## config.mk

```make
export PLATFORM = sky130hd
export DESIGN_NAME = ppo_dev_flat
export DESIGN_NICKNAME = d
export VERILOG_FILES = /design/src/shared/ppo_pkg.sv /design/src/shared/ppo_if.sv /design/src/hdl/ppo_dev.sv /design/src/flat_wrapper.sv
export VERILOG_INCLUDE_DIRS = /design/src /design/src/shared
export SDC_FILE = /design/constraint.sdc
export NUM_CORES = 1
export LEC_CHECK = 0
export BUFFER_PORTS_ARGS = -buffer_cell sky130_fd_sc_hd__buf_2
export CAP_MARGIN = 20
export CORE_MARGIN = 3
export CORE_UTILIZATION = 50
export CTS_CLUSTER_DIAMETER = 120
export CTS_CLUSTER_SIZE = 20
export DETAILED_ROUTE_END_ITERATION = 6
export GPL_TIMING_DRIVEN = 1
export HOLD_SLACK_MARGIN = 0.05
export PLACE_DENSITY = 0.79
export SYNTH_ARGS = -nofsm -noshare
export SYNTH_HDL_FRONTEND = slang
export SYNTH_SLANG_ARGS = --single-unit
```

## constraint.sdc

```tcl
create_clock -name mclk_i -period 2.5 [get_ports mclk_i]
set_input_delay 0.5 -clock mclk_i [delete_from_list [all_inputs] [get_ports mclk_i]]
set_output_delay 0.5 -clock mclk_i [all_outputs]
set_load 0.01 [all_outputs]
```

## src/shared/ppo_map.svh

```systemverilog
`ifndef PPO_MAP_SVH
`define PPO_MAP_SVH

// Widths
`define PPO_DW            8
`define PPO_AW            4
`define PPO_NCH           4

// Device register offsets
`define PPO_A_TRIG        4'h0
`define PPO_A_MODE        4'h1
`define PPO_A_NDEN        4'h2
`define PPO_A_DDR         4'h3
`define PPO_A_LATCH       4'h4
`define PPO_A_ND_HI       4'h5
`define PPO_A_ND_LO       4'h6
`define PPO_A_PINS        4'h7

// Device reset values
`define PPO_RST_TRIG      8'hff
`define PPO_RST_MODE      8'hf0
`define PPO_RST_ZERO      8'h00

// Device field positions
`define PPO_F_G3_SEL      7:6
`define PPO_F_G2_SEL      5:4
`define PPO_F_G3_POL      7
`define PPO_F_G2_POL      6
`define PPO_F_G3_NOV      3
`define PPO_F_G2_NOV      2
`define PPO_F_G3_BITS     7:4
`define PPO_F_G2_BITS     3:0

// Controller register offsets
`define PPO_C_CTRL        4'h0
`define PPO_C_PERIOD      4'h1
`define PPO_C_MATCH_B     4'h2
`define PPO_C_PATTERN     4'h3
`define PPO_C_DEV_ADDR    4'h4
`define PPO_C_DEV_WDATA   4'h5
`define PPO_C_DEV_READ    4'h6
`define PPO_C_DEV_RDATA   4'h7
`define PPO_C_STATUS      4'h8

// Controller fields and reset values
`define PPO_F_RUN         0
`define PPO_F_CHAN        2:1
`define PPO_RST_PERIOD    8'hff
`define PPO_RST_MATCH_B   8'h00

`endif

```

## src/shared/ppo_pkg.sv

```systemverilog
package ppo_pkg;
  `include "ppo_map.svh"

  typedef logic [1:0]           ppo_chan_t;
  typedef logic [`PPO_DW-1:0]   ppo_byte_t;
  typedef logic [`PPO_AW-1:0]   ppo_addr_t;
  typedef logic [`PPO_NCH-1:0]  ppo_strobe_t;

  typedef struct packed {
    logic       rd;
    ppo_addr_t  addr;
    ppo_byte_t  data;
  } ppo_req_t;
endpackage

```

## src/shared/ppo_if.sv

```systemverilog
`timescale 1ns/10ps
interface ppo_if;
  import ppo_pkg::*;

  logic         wr;
  logic         rd;
  ppo_addr_t    addr;
  ppo_byte_t    wdata;
  logic         rdy;
  ppo_byte_t    rdata;
  ppo_strobe_t  cm_a;
  ppo_strobe_t  cm_b;
  ppo_byte_t    pin;
  ppo_byte_t    pin_oe_n;

  modport dev (input wr, input rd, input addr, input wdata, output rdy, output rdata,
               input cm_a, input cm_b, output pin, output pin_oe_n);
  modport ctl (output wr, output rd, output addr, output wdata, input rdy, input rdata,
               output cm_a, output cm_b, input pin, input pin_oe_n);
endinterface

```

## src/hdl/ppo_dev.sv

```systemverilog
// Decided for this implementation: the placing of the registers and the plain strobed port.
`timescale 1ns/10ps
module ppo_dev
  import ppo_pkg::*;
(
  input  wire logic  mclk_i,
  input  wire logic  nrst_i,
  ppo_if.dev         bus
);

  function automatic logic chan_pick(input ppo_strobe_t vec, input ppo_chan_t sel);
    return vec[sel];
  endfunction

  function automatic logic [3:0] xfer(input logic [3:0] lat,
                                      input logic [3:0] nd,
                                      input logic [3:0] en,
                                      input logic       ev_a,
                                      input logic       ev_b,
                                      input logic       nov);
    logic [3:0] res;
    res = lat;
    if (ev_a) begin
      res = (lat & ~en) | (nd & en);
    end else if (nov && ev_b) begin
      res = lat & ~(en & ~nd);
    end
    return res;
  endfunction

  ppo_byte_t   trig_r;
  ppo_byte_t   mode_r;
  ppo_byte_t   en_r;
  ppo_byte_t   ddr_r;
  ppo_byte_t   latch_r;
  ppo_byte_t   nd_r;
  logic [1:0]  margin_r;
  ppo_byte_t   rdata_r;
  ppo_byte_t   pin_r;
  ppo_byte_t   oe_n_r;

  // Trigger selection per group
  wire ppo_chan_t sel3 = trig_r[`PPO_F_G3_SEL];
  wire ppo_chan_t sel2 = trig_r[`PPO_F_G2_SEL];
  wire          same_trig = (sel3 == sel2);
  wire          ev_a3 = chan_pick(bus.cm_a, sel3);
  wire          ev_b3 = chan_pick(bus.cm_b, sel3);
  wire          ev_a2 = chan_pick(bus.cm_a, sel2);
  wire          ev_b2 = chan_pick(bus.cm_b, sel2);
  wire          nov3 = mode_r[`PPO_F_G3_NOV];
  wire          nov2 = mode_r[`PPO_F_G2_NOV];
  wire          pol3 = mode_r[`PPO_F_G3_POL];
  wire          pol2 = mode_r[`PPO_F_G2_POL];

  // Address decode
  wire          hit_trig  = (bus.addr == `PPO_A_TRIG);
  wire          hit_mode  = (bus.addr == `PPO_A_MODE);
  wire          hit_nden  = (bus.addr == `PPO_A_NDEN);
  wire          hit_ddr   = (bus.addr == `PPO_A_DDR);
  wire          hit_latch = (bus.addr == `PPO_A_LATCH);
  wire          hit_nd_hi = (bus.addr == `PPO_A_ND_HI);
  wire          hit_nd_lo = (bus.addr == `PPO_A_ND_LO) & ~same_trig;

  // Groups touched by a pattern write
  wire          touch3 = hit_nd_hi;
  wire          touch2 = (hit_nd_hi & same_trig) | hit_nd_lo;
  wire          stall  = bus.wr & ((touch3 & margin_r[1]) | (touch2 & margin_r[0]));

  assign bus.rdy = ~stall;

  wire          wr_ok = bus.wr & ~stall;
  wire          rd_ok = bus.rd;

  // Pattern register nibble-lane write mask
  wire ppo_byte_t nd_mask = {{4{wr_ok & touch3}}, {4{wr_ok & touch2}}};
  wire ppo_byte_t nd_nxt  = (nd_r & ~nd_mask) | (bus.wdata & nd_mask);

  // Latch: transfer on trigger, software only where not enabled
  wire [3:0]    lat3_x = xfer(latch_r[`PPO_F_G3_BITS], nd_r[`PPO_F_G3_BITS], en_r[`PPO_F_G3_BITS],
                              ev_a3, ev_b3, nov3);
  wire [3:0]    lat2_x = xfer(latch_r[`PPO_F_G2_BITS], nd_r[`PPO_F_G2_BITS], en_r[`PPO_F_G2_BITS],
                              ev_a2, ev_b2, nov2);
  wire ppo_byte_t sw_lat_mask = {`PPO_DW{wr_ok & hit_latch}} & ~en_r;
  wire ppo_byte_t latch_nxt = ({lat3_x, lat2_x} & ~sw_lat_mask) | (bus.wdata & sw_lat_mask);

  // Non-overlap margin per group, from match B to match A
  wire          margin3_nxt = ev_a3 ? 1'b0 : ((nov3 & ev_b3) ? 1'b1 : (margin_r[1] & nov3));
  wire          margin2_nxt = ev_a2 ? 1'b0 : ((nov2 & ev_b2) ? 1'b1 : (margin_r[0] & nov2));

  // Pin drive: polarity after the latch
  wire [3:0]    pin3 = pol3 ? latch_r[`PPO_F_G3_BITS] : ~latch_r[`PPO_F_G3_BITS];
  wire [3:0]    pin2 = pol2 ? latch_r[`PPO_F_G2_BITS] : ~latch_r[`PPO_F_G2_BITS];
  wire ppo_byte_t oe_n_nxt = ~(ddr_r & en_r);

  // Read mux
  wire ppo_byte_t nd_hi_rd = same_trig ? nd_r : {nd_r[`PPO_F_G3_BITS], 4'hf};
  wire ppo_byte_t nd_lo_rd = {4'hf, nd_r[`PPO_F_G2_BITS]};
  wire ppo_byte_t rd_mux =
      hit_trig  ? trig_r   :
      hit_mode  ? mode_r   :
      hit_nden  ? en_r     :
      hit_ddr   ? ddr_r    :
      hit_latch ? latch_r  :
      hit_nd_hi ? nd_hi_rd :
      hit_nd_lo ? nd_lo_rd :
      (bus.addr == `PPO_A_PINS) ? pin_r : 8'h00;

  assign bus.rdata    = rdata_r;
  assign bus.pin      = pin_r;
  assign bus.pin_oe_n = oe_n_r;

  // Trigger select register
  always_ff @(posedge mclk_i or negedge nrst_i) begin
    if (!nrst_i) begin
      trig_r <= `PPO_RST_TRIG;
    end else if (wr_ok && hit_trig) begin
      trig_r <= bus.wdata;
    end
  end

  // Output mode register
  always_ff @(posedge mclk_i or negedge nrst_i) begin
    if (!nrst_i) begin
      mode_r <= `PPO_RST_MODE;
    end else if (wr_ok && hit_mode) begin
      mode_r <= bus.wdata;
    end
  end

  // Next data enable register
  always_ff @(posedge mclk_i or negedge nrst_i) begin
    if (!nrst_i) begin
      en_r <= `PPO_RST_ZERO;
    end else if (wr_ok && hit_nden) begin
      en_r <= bus.wdata;
    end
  end

  // Port direction register
  always_ff @(posedge mclk_i or negedge nrst_i) begin
    if (!nrst_i) begin
      ddr_r <= `PPO_RST_ZERO;
    end else if (wr_ok && hit_ddr) begin
      ddr_r <= bus.wdata;
    end
  end

  // Next pattern bits
  always_ff @(posedge mclk_i or negedge nrst_i) begin
    if (!nrst_i) begin
      nd_r <= `PPO_RST_ZERO;
    end else begin
      nd_r <= nd_nxt;
    end
  end

  // Output latch
  always_ff @(posedge mclk_i or negedge nrst_i) begin
    if (!nrst_i) begin
      latch_r <= `PPO_RST_ZERO;
    end else begin
      latch_r <= latch_nxt;
    end
  end

  // Non-overlap margin flags
  always_ff @(posedge mclk_i or negedge nrst_i) begin
    if (!nrst_i) begin
      margin_r <= 2'b00;
    end else begin
      margin_r <= {margin3_nxt, margin2_nxt};
    end
  end

  // Pins and read data
  always_ff @(posedge mclk_i or negedge nrst_i) begin
    if (!nrst_i) begin
      pin_r   <= `PPO_RST_ZERO;
      oe_n_r  <= 8'hff;
      rdata_r <= `PPO_RST_ZERO;
    end else begin
      pin_r  <= {pin3, pin2};
      oe_n_r <= oe_n_nxt;
      if (rd_ok) rdata_r <= rd_mux;
    end
  end

endmodule // ppo_dev

```

## src/flat_wrapper.sv

```systemverilog
// flat-port wrapper written by rule: the top's interface ports become plain ports
module ppo_dev_flat import ppo_pkg::*;
  (mclk_i, nrst_i, bus_wr, bus_rd, bus_addr, bus_wdata, bus_rdy, bus_rdata, bus_cm_a, bus_cm_b, bus_pin, bus_pin_oe_n);
  ppo_if bus_i ();
  input  wire logic mclk_i;
  input  wire logic nrst_i;
  input wire logic [$bits(bus_i.wr)-1:0] bus_wr;
  input wire logic [$bits(bus_i.rd)-1:0] bus_rd;
  input wire logic [$bits(bus_i.addr)-1:0] bus_addr;
  input wire logic [$bits(bus_i.wdata)-1:0] bus_wdata;
  output wire logic [$bits(bus_i.rdy)-1:0] bus_rdy;
  output wire logic [$bits(bus_i.rdata)-1:0] bus_rdata;
  input wire logic [$bits(bus_i.cm_a)-1:0] bus_cm_a;
  input wire logic [$bits(bus_i.cm_b)-1:0] bus_cm_b;
  output wire logic [$bits(bus_i.pin)-1:0] bus_pin;
  output wire logic [$bits(bus_i.pin_oe_n)-1:0] bus_pin_oe_n;
  assign bus_i.wr = bus_wr;
  assign bus_i.rd = bus_rd;
  assign bus_i.addr = bus_addr;
  assign bus_i.wdata = bus_wdata;
  assign bus_rdy = bus_i.rdy;
  assign bus_rdata = bus_i.rdata;
  assign bus_i.cm_a = bus_cm_a;
  assign bus_i.cm_b = bus_cm_b;
  assign bus_pin = bus_i.pin;
  assign bus_pin_oe_n = bus_i.pin_oe_n;
  ppo_dev u_core (.mclk_i(mclk_i), .nrst_i(nrst_i), .bus(bus_i));
endmodule
```

-- Yosys cells after proc, flatten, opt, wreduce, memory -nomap -nowiden
Cells that the tools add are included.
- word-level logic and storage cells: 101
- register bits after elaboration: 74
- bits of input ports: 24
- $lt $le $gt $ge: 2
- reductions and logical operators: 7
- muxes and demuxes: 27
- eq/ne operators: 8
- bitwise gates (word level): 47
- operator list (kind ; number):
    2-to-1 mux 8 bit ; 8
    bitwise AND 8 bit ; 6
    bitwise AND 4 bit ; 8
    NOT 4 bit ; 8
    NOT 8 bit ; 4
    2-to-1 mux 4 bit ; 7
    equality test 4 x 3 -> 1 bit (second input constant) ; 4
    bitwise OR 8 bit ; 2
    bitwise AND 1 bit ; 13
    binary-select mux 1 bit (select 2 bit) ; 4
    equality test 4 x 2 -> 1 bit (second input constant) ; 2
    2-to-1 mux 1 bit ; 8
    bitwise OR 4 bit ; 2
    logical AND 1 bit ; 6
    less-than comparator 2 x 3 -> 1 bit (second input constant) ; 2
    equality test 4 x 1 -> 1 bit (second input constant) ; 1
    logical NOT 4 bit ; 1
    equality test 2 bit ; 1
    NOT 1 bit ; 2
    bitwise OR 1 bit ; 2

-- Depth between registers and ports, before layout
Gate-level depths: netlist of the first run.
- depth in word-level cells: 14
- depth in mapped cells: 6
- mapped depth without buffers: 4

-- Worst setup path before layout of the first run
No wires, ideal clock.
- path type: flip-flop to flip-flop
- start: register u_core.trig_r[7]
- end: register (tool-made name)
- setup slack: 0.595 ns
- cell stages (with the launch flop): 6
- required time: 2.372 ns
- arrival: 1.778 ns
- buffers on the path: 1
- library setup time: 0.128 ns
- path through: dfstp_2 -> clkbuf_2 -> xor2_1 -> or4_4 -> a21oi_4 -> mux2_1
- RTL lines (element ; line ; text):
    start, declared ; ppo_dev.sv:31 ; ppo_byte_t trig_r;
    start signal, assigned ; ppo_dev.sv:115 ; trig_r <= `PPO_RST_TRIG;
    start signal, assigned ; ppo_dev.sv:117 ; trig_r <= bus.wdata;

-- Worst setup path in the final report of the first run
- start: register u_core.trig_r[7]
- end: output bus_rdy
- longest elaborated chain between the ends: 8
- ends and longest elaborated chain (element ; line ; text):
    equality test 2 bit * ; ppo_dev.sv:45 ; wire same_trig = (sel3 == sel2);
    NOT 1 bit ; ppo_dev.sv:62 ; wire hit_nd_lo = (bus.addr == `PPO_A_ND_LO) & ~same_trig;
    bitwise AND 1 bit ; ppo_dev.sv:62 ;
    bitwise OR 1 bit * ; ppo_dev.sv:66 ; wire touch2 = (hit_nd_hi & same_trig) | hit_nd_lo;
    bitwise AND 1 bit * ; ppo_dev.sv:67 ; wire stall = bus.wr & ((touch3 & margin_r[1]) | (touch2 & margin_r[0]));
    bitwise OR 1 bit * ; ppo_dev.sv:67 ;
    bitwise AND 1 bit * ; ppo_dev.sv:67 ;
    NOT 1 bit * ; ppo_dev.sv:69 ; assign bus.rdy = ~stall;
    end, declared ; flat_wrapper.sv:11 ; output wire logic [$bits(bus_i.rdy)-1:0] bus_rdy;
Mark *: on every way between the ends. The rest lies on a longest branch, timed or not.

==> results of run 1 <==
==> layer usage <==
metal  wire, um  vias to the layer above  part of all wire, %  GRT usage (%)
met5          0                        -                    0              0
met4        158                        0                  1.7           6.47
met3        609                       16                  6.6           4.67
met2       4200                      130                   46           32.8
met1       4210                     1444                   46           32.8
li1           -                     1309                    -              -
==> power breakdown <==
| group | internal (W) | leakage, nW | switching [W] |
|---|---|---|---|
| clock network | 0.000566 | 0.107 | 0.000451 |
| registers | 0.00160 | 0.869 | 0.000343 |
| logic | 0.000559 | 0.910 | 0.000498 |
| total | 0.00272 | 1.89 | 0.00129 |
==> metrics by stage <==
stage               std cells  hold slack (ns)  setup slack [ns]  total power [W]
floorplan                 325            0.204             0.595          0.00264
global placement          464            0.413             0.434          0.00298
detailed placement        464            0.419             0.419          0.00301
CTS                       480            0.328             0.126          0.00403
global route              480            0.339            0.0423          0.00425
finish                    480            0.269             0.109          0.00402
==> layout by cell type, fill, tap and decap left out, types with 2 or more instances in the layout <==
cell	synthesis	layout
dfrtp_1	54	54
buf_2	5	47
mux2_2	44	44
nand2_1	29	29
dfstp_2	20	20
inv_1	14	14
a21oi_1	12	12
buf_4	0	12
xnor2_1	10	10
nor2_1	9	9
mux2i_1	9	9
clkbuf_8	0	9
o22ai_1	8	8
a221oi_1	7	7
o21ai_0	7	7
a31oi_1	6	6
nand2b_1	5	5
nor3b_1	5	5
nand3b_1	5	5
nor2b_1	5	5
o211a_1	4	4
o221ai_1	4	4
mux2_1	4	4
mux4_2	3	3
a311o_1	3	3
a2bb2oi_1	3	3
o2111ai_1	3	3
and3_1	2	2
and2_1	2	2
a2111oi_0	2	2
nand3_1	2	2
a22o_1	2	2
a311oi_1	2	2
bufinv_16	0	2
==> Yosys cell counts (all sizes together) (6+ instances only) <==
cell	count
dfrtp	54
mux2	48
nand2	29
dfstp	20
a21oi	14
inv	14
buf	10
xnor2	10
clkbuf	9
mux2i	9
nor2	9
o21ai	8
o22ai	8
a221oi	7
a31oi	6
==> kinds of logic after synthesis <==
logic type | synth area share [%]
compound gates | 14.4
xor+xnor | 2.96
buf+inv | 4.24
flops | 49.3
mux | 19.0
simple gates | 10.0
==> path summary, 6_finish.rpt <==
kind / from / end / slack, ns / depth (start not counted)
max: u_core.trig_r[7]$_DFFE_PN1P_ / bus_rdy / 0.11 / 5
max reg2reg: u_core.trig_r[4]$_DFFE_PN1P_ / flip-flop / 0.48 / 4
max in group asynchronous: nrst_i / u_core.en_r[4]$_DFFE_PN0P_ / 1.60 / 1
min in group mclk_i: u_core.ddr_r[4]$_DFFE_PN0P_ / u_core.bus.pin_oe_n[4]$_DFF_PN1_ / 0.43 / 1
min reg2reg: u_core.ddr_r[4]$_DFFE_PN0P_ / u_core.bus.pin_oe_n[4]$_DFF_PN1_ / 0.43 / 1
min: nrst_i / u_core.ddr_r[0]$_DFFE_PN0P_ / 0.27 / 1
==> cell type report <==
| cell class | instances | area [um2] | share of cell area, % |
|---|---|---|---|
| clock buffers | 10 | 128 | 2.93 |
| repair buffers | 59 | 325 | 7.46 |
| multi-input cells | 218 | 1770 | 40.5 |
| inverters | 14 | 52.6 | 1.20 |
| clock inverters | 6 | 90.1 | 2.07 |
| flip-flops and latches | 74 | 1880 | 43.0 |
| well taps | 99 | 124 | 2.84 |
==> flow_metrics.env, run 1 <==
export IMPL_drt_pass1_iterations=5
export IMPL_num_nets_final=400
export IMPL_placed_cell_area_mm2=0.00414
export IMPL_crit_family="flip-flops"
export IMPL_synth_cells=325
export IMPL_maxSlewViolCount=0
export IMPL_finalHoldViolations=0
export IMPL_syn_avg_cell_area_um2=11.7
export IMPL_worstPathMaxFanout=6
export IMPL_fillers=610
export IMPL_max_stage_delay_ns=0.63
export IMPL_gp_congestion=0.919
export IMPL_startpoint_type="flip-flop"
export IMPL_yosysWarnings=0
export IMPL_postCtsSetupBuffers=0
export IMPL_hold_path_class="in2async"
export IMPL_synthTopCellsByArea="dfrtp_1, dfstp_2, mux2_2"
export IMPL_cap_violations=0
export IMPL_cts_sinks=74
export IMPL_async_flop_share_pct=100
export IMPL_dieArea_mm2=0.00869
export IMPL_cts_resized=0
export IMPL_num_vias=2899
export IMPL_crit_chain="xor2_1, o21ai_2, o22ai_1, nand2_1, buf_2"
export IMPL_crit_required_ns=2.00
export IMPL_fin_tns_setup_ns=0
export IMPL_grt_max_degree=75
export IMPL_n_antenna_cell=0
export IMPL_worstMarginPinSlew_ns=0.923
export IMPL_cts_tree="done"
export IMPL_synth_distinct_cells=56
export IMPL_cp_num_buf_inv=1
export IMPL_wirelength_um=9180
export IMPL_drt_first_iter_violations=216
export IMPL_gr_total_overflow=0
export IMPL_synthFlopType="dfrtp_1"
export IMPL_grt_setup_unrepaired="false"
export IMPL_antenna_found_initial=0
export IMPL_via_per_inst=6.04
export IMPL_syn_area_mm2=0.00380
export IMPL_fin_util_pct=59.5
export IMPL_wl_per_cell_um=19.1
export IMPL_synth_top_area_share_pct=35.5
export IMPL_power_leakage_nw=1.89
export IMPL_clockRootBuffer="clkbuf_8"
export IMPL_synth_seq_area_share_pct=49.3
export IMPL_max_slew_margin_pct=38.5
export IMPL_yosysTopAreaCell="dfrtp_1"
export IMPL_ios=49
export IMPL_clk_pin_slew_ns=0.08
export IMPL_status="completed"
export IMPL_critPathArrivalTime_ns=1.89
export IMPL_rows=31
export IMPL_critPathCaptureType="primary output"
export IMPL_grt_pass1_wl_um=14700
export IMPL_finalCriticalPeriod_ns=2.39
export IMPL_setup_violations=0
export IMPL_peakVddDrop_v=0.000336
export IMPL_initial_utilization_pct=51.9
export IMPL_holdBufCountCts=0
export IMPL_drc=0
export IMPL_numPortBuffers=48
export IMPL_skew_ns=0.00720
export IMPL_pwr_density_cell_mw_per_mm2=921
export IMPL_cts_path_max_buffers=2
export IMPL_syn_nets=349
export IMPL_htreeDepth=3
export IMPL_cts_buffers=9
export IMPL_core_area_mm2=0.00733
export IMPL_dieWidth_um=93.2
export IMPL_fmax_mhz=418
export IMPL_cpMaxStageDelayCell="dfstp_2"
export IMPL_grtUsageTotal_pct=22.1
export IMPL_syn_to_final_growth_pct=14.7
export IMPL_stdcell_area_mm2=0.00436
export IMPL_drtAntennaViolNets=0
export IMPL_ys_ff_latch=74
export IMPL_drive_gt1_share_pct=38.6
export IMPL_grt_pass1_vias=2747
export IMPL_clkLatencyLatePin_ns=0.34
export IMPL_synth_edf_count=0
export IMPL_dpl_hpwl_um=6510
export IMPL_path_class="reg2out"
export IMPL_period_share_pct=95.7
export IMPL_die_y_um=93.2
(Power assumes the default switching activity.)
==> run 2, diff against run 1 <==
--- a/config.mk
+++ b/config.mk
@@ -10,12 +10,14 @@
 export CAP_MARGIN = 20
 export CORE_MARGIN = 3
 export CORE_UTILIZATION = 50
+export CTS_BUF_LIST = sky130_fd_sc_hd__clkbuf_2 sky130_fd_sc_hd__clkbuf_4 sky130_fd_sc_hd__clkbuf_8
 export CTS_CLUSTER_DIAMETER = 120
 export CTS_CLUSTER_SIZE = 20
 export DETAILED_ROUTE_END_ITERATION = 6
 export GPL_TIMING_DRIVEN = 1
 export HOLD_SLACK_MARGIN = 0.05
 export PLACE_DENSITY = 0.79
+export SLEW_MARGIN = 5
 export SYNTH_ARGS = -nofsm -noshare
 export SYNTH_HDL_FRONTEND = slang
 export SYNTH_SLANG_ARGS = --single-unit
==> flow_metrics.env, run 2 (same netlist as run 1, synthesis figures left out) <==
export IMPL_dieArea_mm2=0.00869
export IMPL_worstPathMaxFanout=6
export IMPL_drc=0
export IMPL_critPathArrivalTime_ns=1.91
export IMPL_setup_violations=0
export IMPL_cts_buffers=9
export IMPL_htreeDepth=3
export IMPL_postCtsSetupBuffers=0
export IMPL_grt_max_degree=75
export IMPL_cts_sinks=74
export IMPL_r2r_slack_ns=0.48
export IMPL_core_area_mm2=0.00733
export IMPL_cap_violations=0
export IMPL_power_leakage_nw=1.89
export IMPL_layout_common_cells="dfrtp_1, buf_2, mux2_2"
export IMPL_cts_path_max_buffers=2
export IMPL_wirelength_um=9160
export IMPL_dieWidth_um=93.2
export IMPL_pwr_density_cell_mw_per_mm2=922
export IMPL_n_antenna_cell=0
export IMPL_cts_tree="done"
export IMPL_max_slew_margin_pct=38.6
export IMPL_drt_first_iter_violations=183
export IMPL_path_class="reg2out"
export IMPL_skew_ns=0.00682
export IMPL_dp_slack_ns=0.419
export IMPL_startpoint_type="flip-flop"
export IMPL_via_per_inst=6.00
export IMPL_drive_gt1_share_pct=38.8
export IMPL_wl_met1_um=4240
export IMPL_clkLatencyLatePin_ns=0.35
export IMPL_holdBufCountCts=0
export IMPL_grt_pass1_vias=2746
export IMPL_dr_wl_met2_um=4230
export IMPL_grt_pass1_wl_um=14700
export IMPL_syn_to_final_growth_pct=14.8
export IMPL_maxSlewViolCount=0
export IMPL_ios=49
export IMPL_layout_commonest_cell="dfrtp_1"
export IMPL_status="completed"
export IMPL_crit_required_ns=2.00
export IMPL_dpl_hpwl_um=6510
export IMPL_critPathCaptureType="primary output"
export IMPL_num_vias=2881
export IMPL_drtAntennaViolNets=0
export IMPL_antenna_found_initial=0
export IMPL_grtUsageTotal_pct=22.2
export IMPL_finalCriticalPeriod_ns=2.41
export IMPL_gr_total_overflow=0
export IMPL_num_nets_final=400
export IMPL_top_layer="met4"
export IMPL_grt_setup_unrepaired="false"
export IMPL_hold_path_class="in2async"
export IMPL_fmax_mhz=415
export IMPL_numPortBuffers=48
export IMPL_gp_congestion=0.919
export IMPL_initial_utilization_pct=51.9
export IMPL_period_share_pct=96.5
export IMPL_layout_setup_ws_ns=0.0883
export IMPL_finalHoldViolations=0
export IMPL_drt_pass1_iterations=5
export IMPL_cts_resized=0
export IMPL_clockRootBuffer="clkbuf_8"
export IMPL_peakVddDrop_v=0.000338
export IMPL_fin_tns_setup_ns=0
export IMPL_wl_per_cell_um=19.1
export IMPL_die_y_um=93.2
export IMPL_clk_pin_slew_ns=0.08
export IMPL_rows=31
export IMPL_worstMarginPinSlew_ns=0.920
export IMPL_met3_length_um=524
run 2: cell counts in the layout (fill, tap and decap cells not counted):
No cell type changed its count.
run 2: final timing paths:
check                                             start                               end  cells after the start
min in group mclk_i         u_core.ddr_r[4]$_DFFE_PN0P_  u_core.bus.pin_oe_n[4]$_DFF_PN1_                      1
hold reg to reg             u_core.ddr_r[4]$_DFFE_PN0P_  u_core.bus.pin_oe_n[4]$_DFF_PN1_                      1
setup / recovery           u_core.trig_r[7]$_DFFE_PN1P_                           bus_rdy                      5
setup reg to reg           u_core.trig_r[4]$_DFFE_PN1P_                         flip-flop                      4
hold / removal                                   nrst_i       u_core.ddr_r[0]$_DFFE_PN0P_                      1
max in group asynchronous                        nrst_i        u_core.en_r[4]$_DFFE_PN0P_                      1
run 2: area by class of cell:
cell class | count | area [um2]
Clock buffer | 10 | 131
Clock inverter | 6 | 90.1
Fill cell | 609 | 2970
Inverter | 14 | 52.6
Multi-Input combinational cell | 218 | 1770
Sequential cell | 74 | 1880
Tap cell | 99 | 124
Timing Repair Buffer | 59 | 325
run 2: routing by layer:
metal | track usage, % | up-vias
li1 | - | 1307
met3 | 5.15 | 16
met4 | 6.84 | 0
met1 | 32.5 | 1455
met2 | 32.7 | 103
met5 | 0 | -
run 2: power breakdown:
| part | switching [W] | internal [W] |
|---|---|---|
| registers | 0.000343 | 0.00160 |
| logic | 0.000494 | 0.000559 |
| clock network | 0.000457 | 0.000576 |
run 2: worst max-delay path: stages (launching register included):
cell and delay (ns):
dfstp_2 0.64, xor2_1 0.32, o21ai_2 0.18, o22ai_1 0.18, nand2_1 0.10, buf_2 0.15
run 2: through the flow:
stage	area, um2	instances	utilization (%)	power, W	hold WS, ns
final	4370	480	59.5	0.00403	0.262
after global routing	4370	480	59.5	0.00426	0.331
after CTS	4370	480	59.5	0.00405	0.317
after detailed placement	4140	464	56.5	0.00301	0.419
after global placement	4140	464	56.5	0.00298	0.413
after floorplan	3800	325	-	0.00264	0.204
==> run 3, diff against run 2 <==
--- a/config.mk
+++ b/config.mk
@@ -17,6 +17,7 @@
 export GPL_TIMING_DRIVEN = 1
 export HOLD_SLACK_MARGIN = 0.05
 export PLACE_DENSITY = 0.79
+export SETUP_SLACK_MARGIN = 0.1
 export SLEW_MARGIN = 5
 export SYNTH_ARGS = -nofsm -noshare
 export SYNTH_HDL_FRONTEND = slang
==> flow_metrics.env, run 3 (same netlist as run 1, synthesis figures left out) <==
export IMPL_status="completed"
export IMPL_grtUsageTotal_pct=22.2
export IMPL_r2r_slack_ns=0.48
export IMPL_critPathCaptureType="primary output"
export IMPL_drive_gt1_share_pct=39.1
export IMPL_core_area_mm2=0.00733
export IMPL_wirelength_um=9160
export IMPL_met3_length_um=595
export IMPL_rows=31
export IMPL_hold_path_class="in2async"
export IMPL_cts_path_max_buffers=2
export IMPL_dpl_hpwl_um=6510
export IMPL_top_layer="met4"
export IMPL_cts_sinks=74
export IMPL_numPortBuffers=48
export IMPL_dieArea_mm2=0.00869
export IMPL_finalCriticalPeriod_ns=2.32
export IMPL_die_y_um=93.2
export IMPL_drt_first_iter_violations=201
export IMPL_clockRootBuffer="clkbuf_8"
export IMPL_ios=49
export IMPL_finalHoldViolations=0
export IMPL_crit_required_ns=2.00
export IMPL_worstPathMaxFanout=6
export IMPL_wl_per_cell_um=19.1
export IMPL_period_share_pct=92.7
export IMPL_grt_max_degree=75
export IMPL_wl_met1_um=4190
export IMPL_worstMarginPinSlew_ns=0.927
export IMPL_initial_utilization_pct=51.9
export IMPL_fillers=605
export IMPL_drtAntennaViolNets=0
export IMPL_max_slew_margin_pct=38.2
export IMPL_grt_pass1_wl_um=14700
export IMPL_layout_common_cells="dfrtp_1, buf_2, mux2_2"
export IMPL_power_leakage_nw=1.89
export IMPL_r2r_start="u_core.trig_r[4]$_DFFE_PN1P_"
export IMPL_drc=0
export IMPL_path_class="reg2out"
export IMPL_layout_commonest_cell="dfrtp_1"
export IMPL_placed_cell_area_mm2=0.00414
export IMPL_grt_setup_unrepaired="false"
export IMPL_htreeDepth=3
export IMPL_critPathCapture="bus_rdy"
export IMPL_r2r_cells=4
export IMPL_antenna_found_initial=0
export IMPL_fmax_mhz=431
export IMPL_clkLatencyLatePin_ns=0.35
export IMPL_dr_wl_met2_um=4220
export IMPL_holdBufCountCts=0
export IMPL_critPathArrivalTime_ns=1.82
export IMPL_startpoint="u_core.trig_r[4]$_DFFE_PN1P_"
export IMPL_clk_pin_slew_ns=0.08
export IMPL_stdcell_area_mm2=0.00438
export IMPL_syn_to_final_growth_pct=15.2
export IMPL_cap_violations=0
export IMPL_fin_hold_ws_ns=0.267
export IMPL_maxSlewViolCount=0
export IMPL_gr_total_overflow=0
export IMPL_dieWidth_um=93.2
export IMPL_cts_tree="done"
export IMPL_via_per_inst=5.94
export IMPL_cts_buffers=9
export IMPL_n_antenna_cell=0
export IMPL_gp_congestion=0.919
export IMPL_grt_pass1_vias=2746
export IMPL_startpoint_type="flip-flop"
export IMPL_setup_violations=0
export IMPL_peakVddDrop_v=0.000338
export IMPL_num_vias=2853
export IMPL_num_nets_final=400
export IMPL_pwr_density_cell_mw_per_mm2=922
export IMPL_fin_tns_setup_ns=0
export IMPL_skew_ns=0.00753
export IMPL_drt_pass1_iterations=4
==> run 3: what timing repair did <==
| item | in CTS | in global routing |
|---|---|---|
| setup endpoints to repair | 0 | 1 |
| resized for setup | 0 | 2 |
| buffers inserted | 0 | 0 |
==> run 3: area by class of cell <==
| cell class | count | area [um2] | share of cell area (%) |
|---|---|---|---|
| clock buffers | 10 | 131 | 3.00 |
| inverters | 14 | 52.6 | 1.20 |
| multi-input cells | 218 | 1780 | 40.6 |
| repair buffers | 59 | 325 | 7.43 |
| flip-flops and latches | 74 | 1880 | 42.8 |
| clock inverters | 6 | 90.1 | 2.06 |
| well taps | 99 | 124 | 2.83 |
==> run 3: metrics by stage <==
step                utilization, %  instances  setup WS [ns]  power (W)
floorplan                        -        325          0.595    0.00264
global placement              56.5        464          0.434    0.00298
detailed placement            56.5        464          0.419    0.00301
CTS                           59.5        480          0.118    0.00405
global route                  59.8        480          0.109    0.00427
finish                        59.8        480          0.182    0.00404
==> run 3: worst min-delay path by stage <==
| stage | start | cells after the start | end | slack (ns) |
|---|---|---|---|---|
| after global routing | nrst_i | 1 | u_core.ddr_r[4]$_DFFE_PN0P_ | 0.33 |
| final | nrst_i | 1 | u_core.ddr_r[0]$_DFFE_PN0P_ | 0.27 |
| after global placement | u_core.ddr_r[4]$_DFFE_PN0P_ | 1 | u_core.bus.pin_oe_n[4]$_DFF_PN1_ | 0.41 |
| after floorplan | nrst_i | 0 | asynchronous set/reset pin | 0.20 |
| after CTS | nrst_i | 1 | asynchronous set/reset pin | 0.32 |
| after detailed placement | u_core.ddr_r[4]$_DFFE_PN0P_ | 1 | u_core.bus.pin_oe_n[4]$_DFF_PN1_ | 0.42 |
==> run 3: routing by layer <==
metal	up-vias	global-route usage (%)
li1	1306	-
met1	1434	32.5
met2	99	32.7
met3	14	5.15
met4	0	6.84
met5	-	0
==> run 3: power by group <==
part / switching, W / total [W] / leakage [nW] / internal (W)
registers: 0.000348 / 0.00195 / 0.869 / 0.00160
clock network: 0.000456 / 0.00103 / 0.110 / 0.000576
logic: 0.000500 / 0.00106 / 0.912 / 0.000563
total: 0.00130 / 0.00404 / 1.89 / 0.00274
==> run 3: critical path, cell delays in order, from the launching register on <==
cell and delay (ns):
dfstp_2 0.65, xor2_2 0.28, o21ai_4 0.14, o22ai_1 0.16
nand2_1 0.09, buf_2 0.14
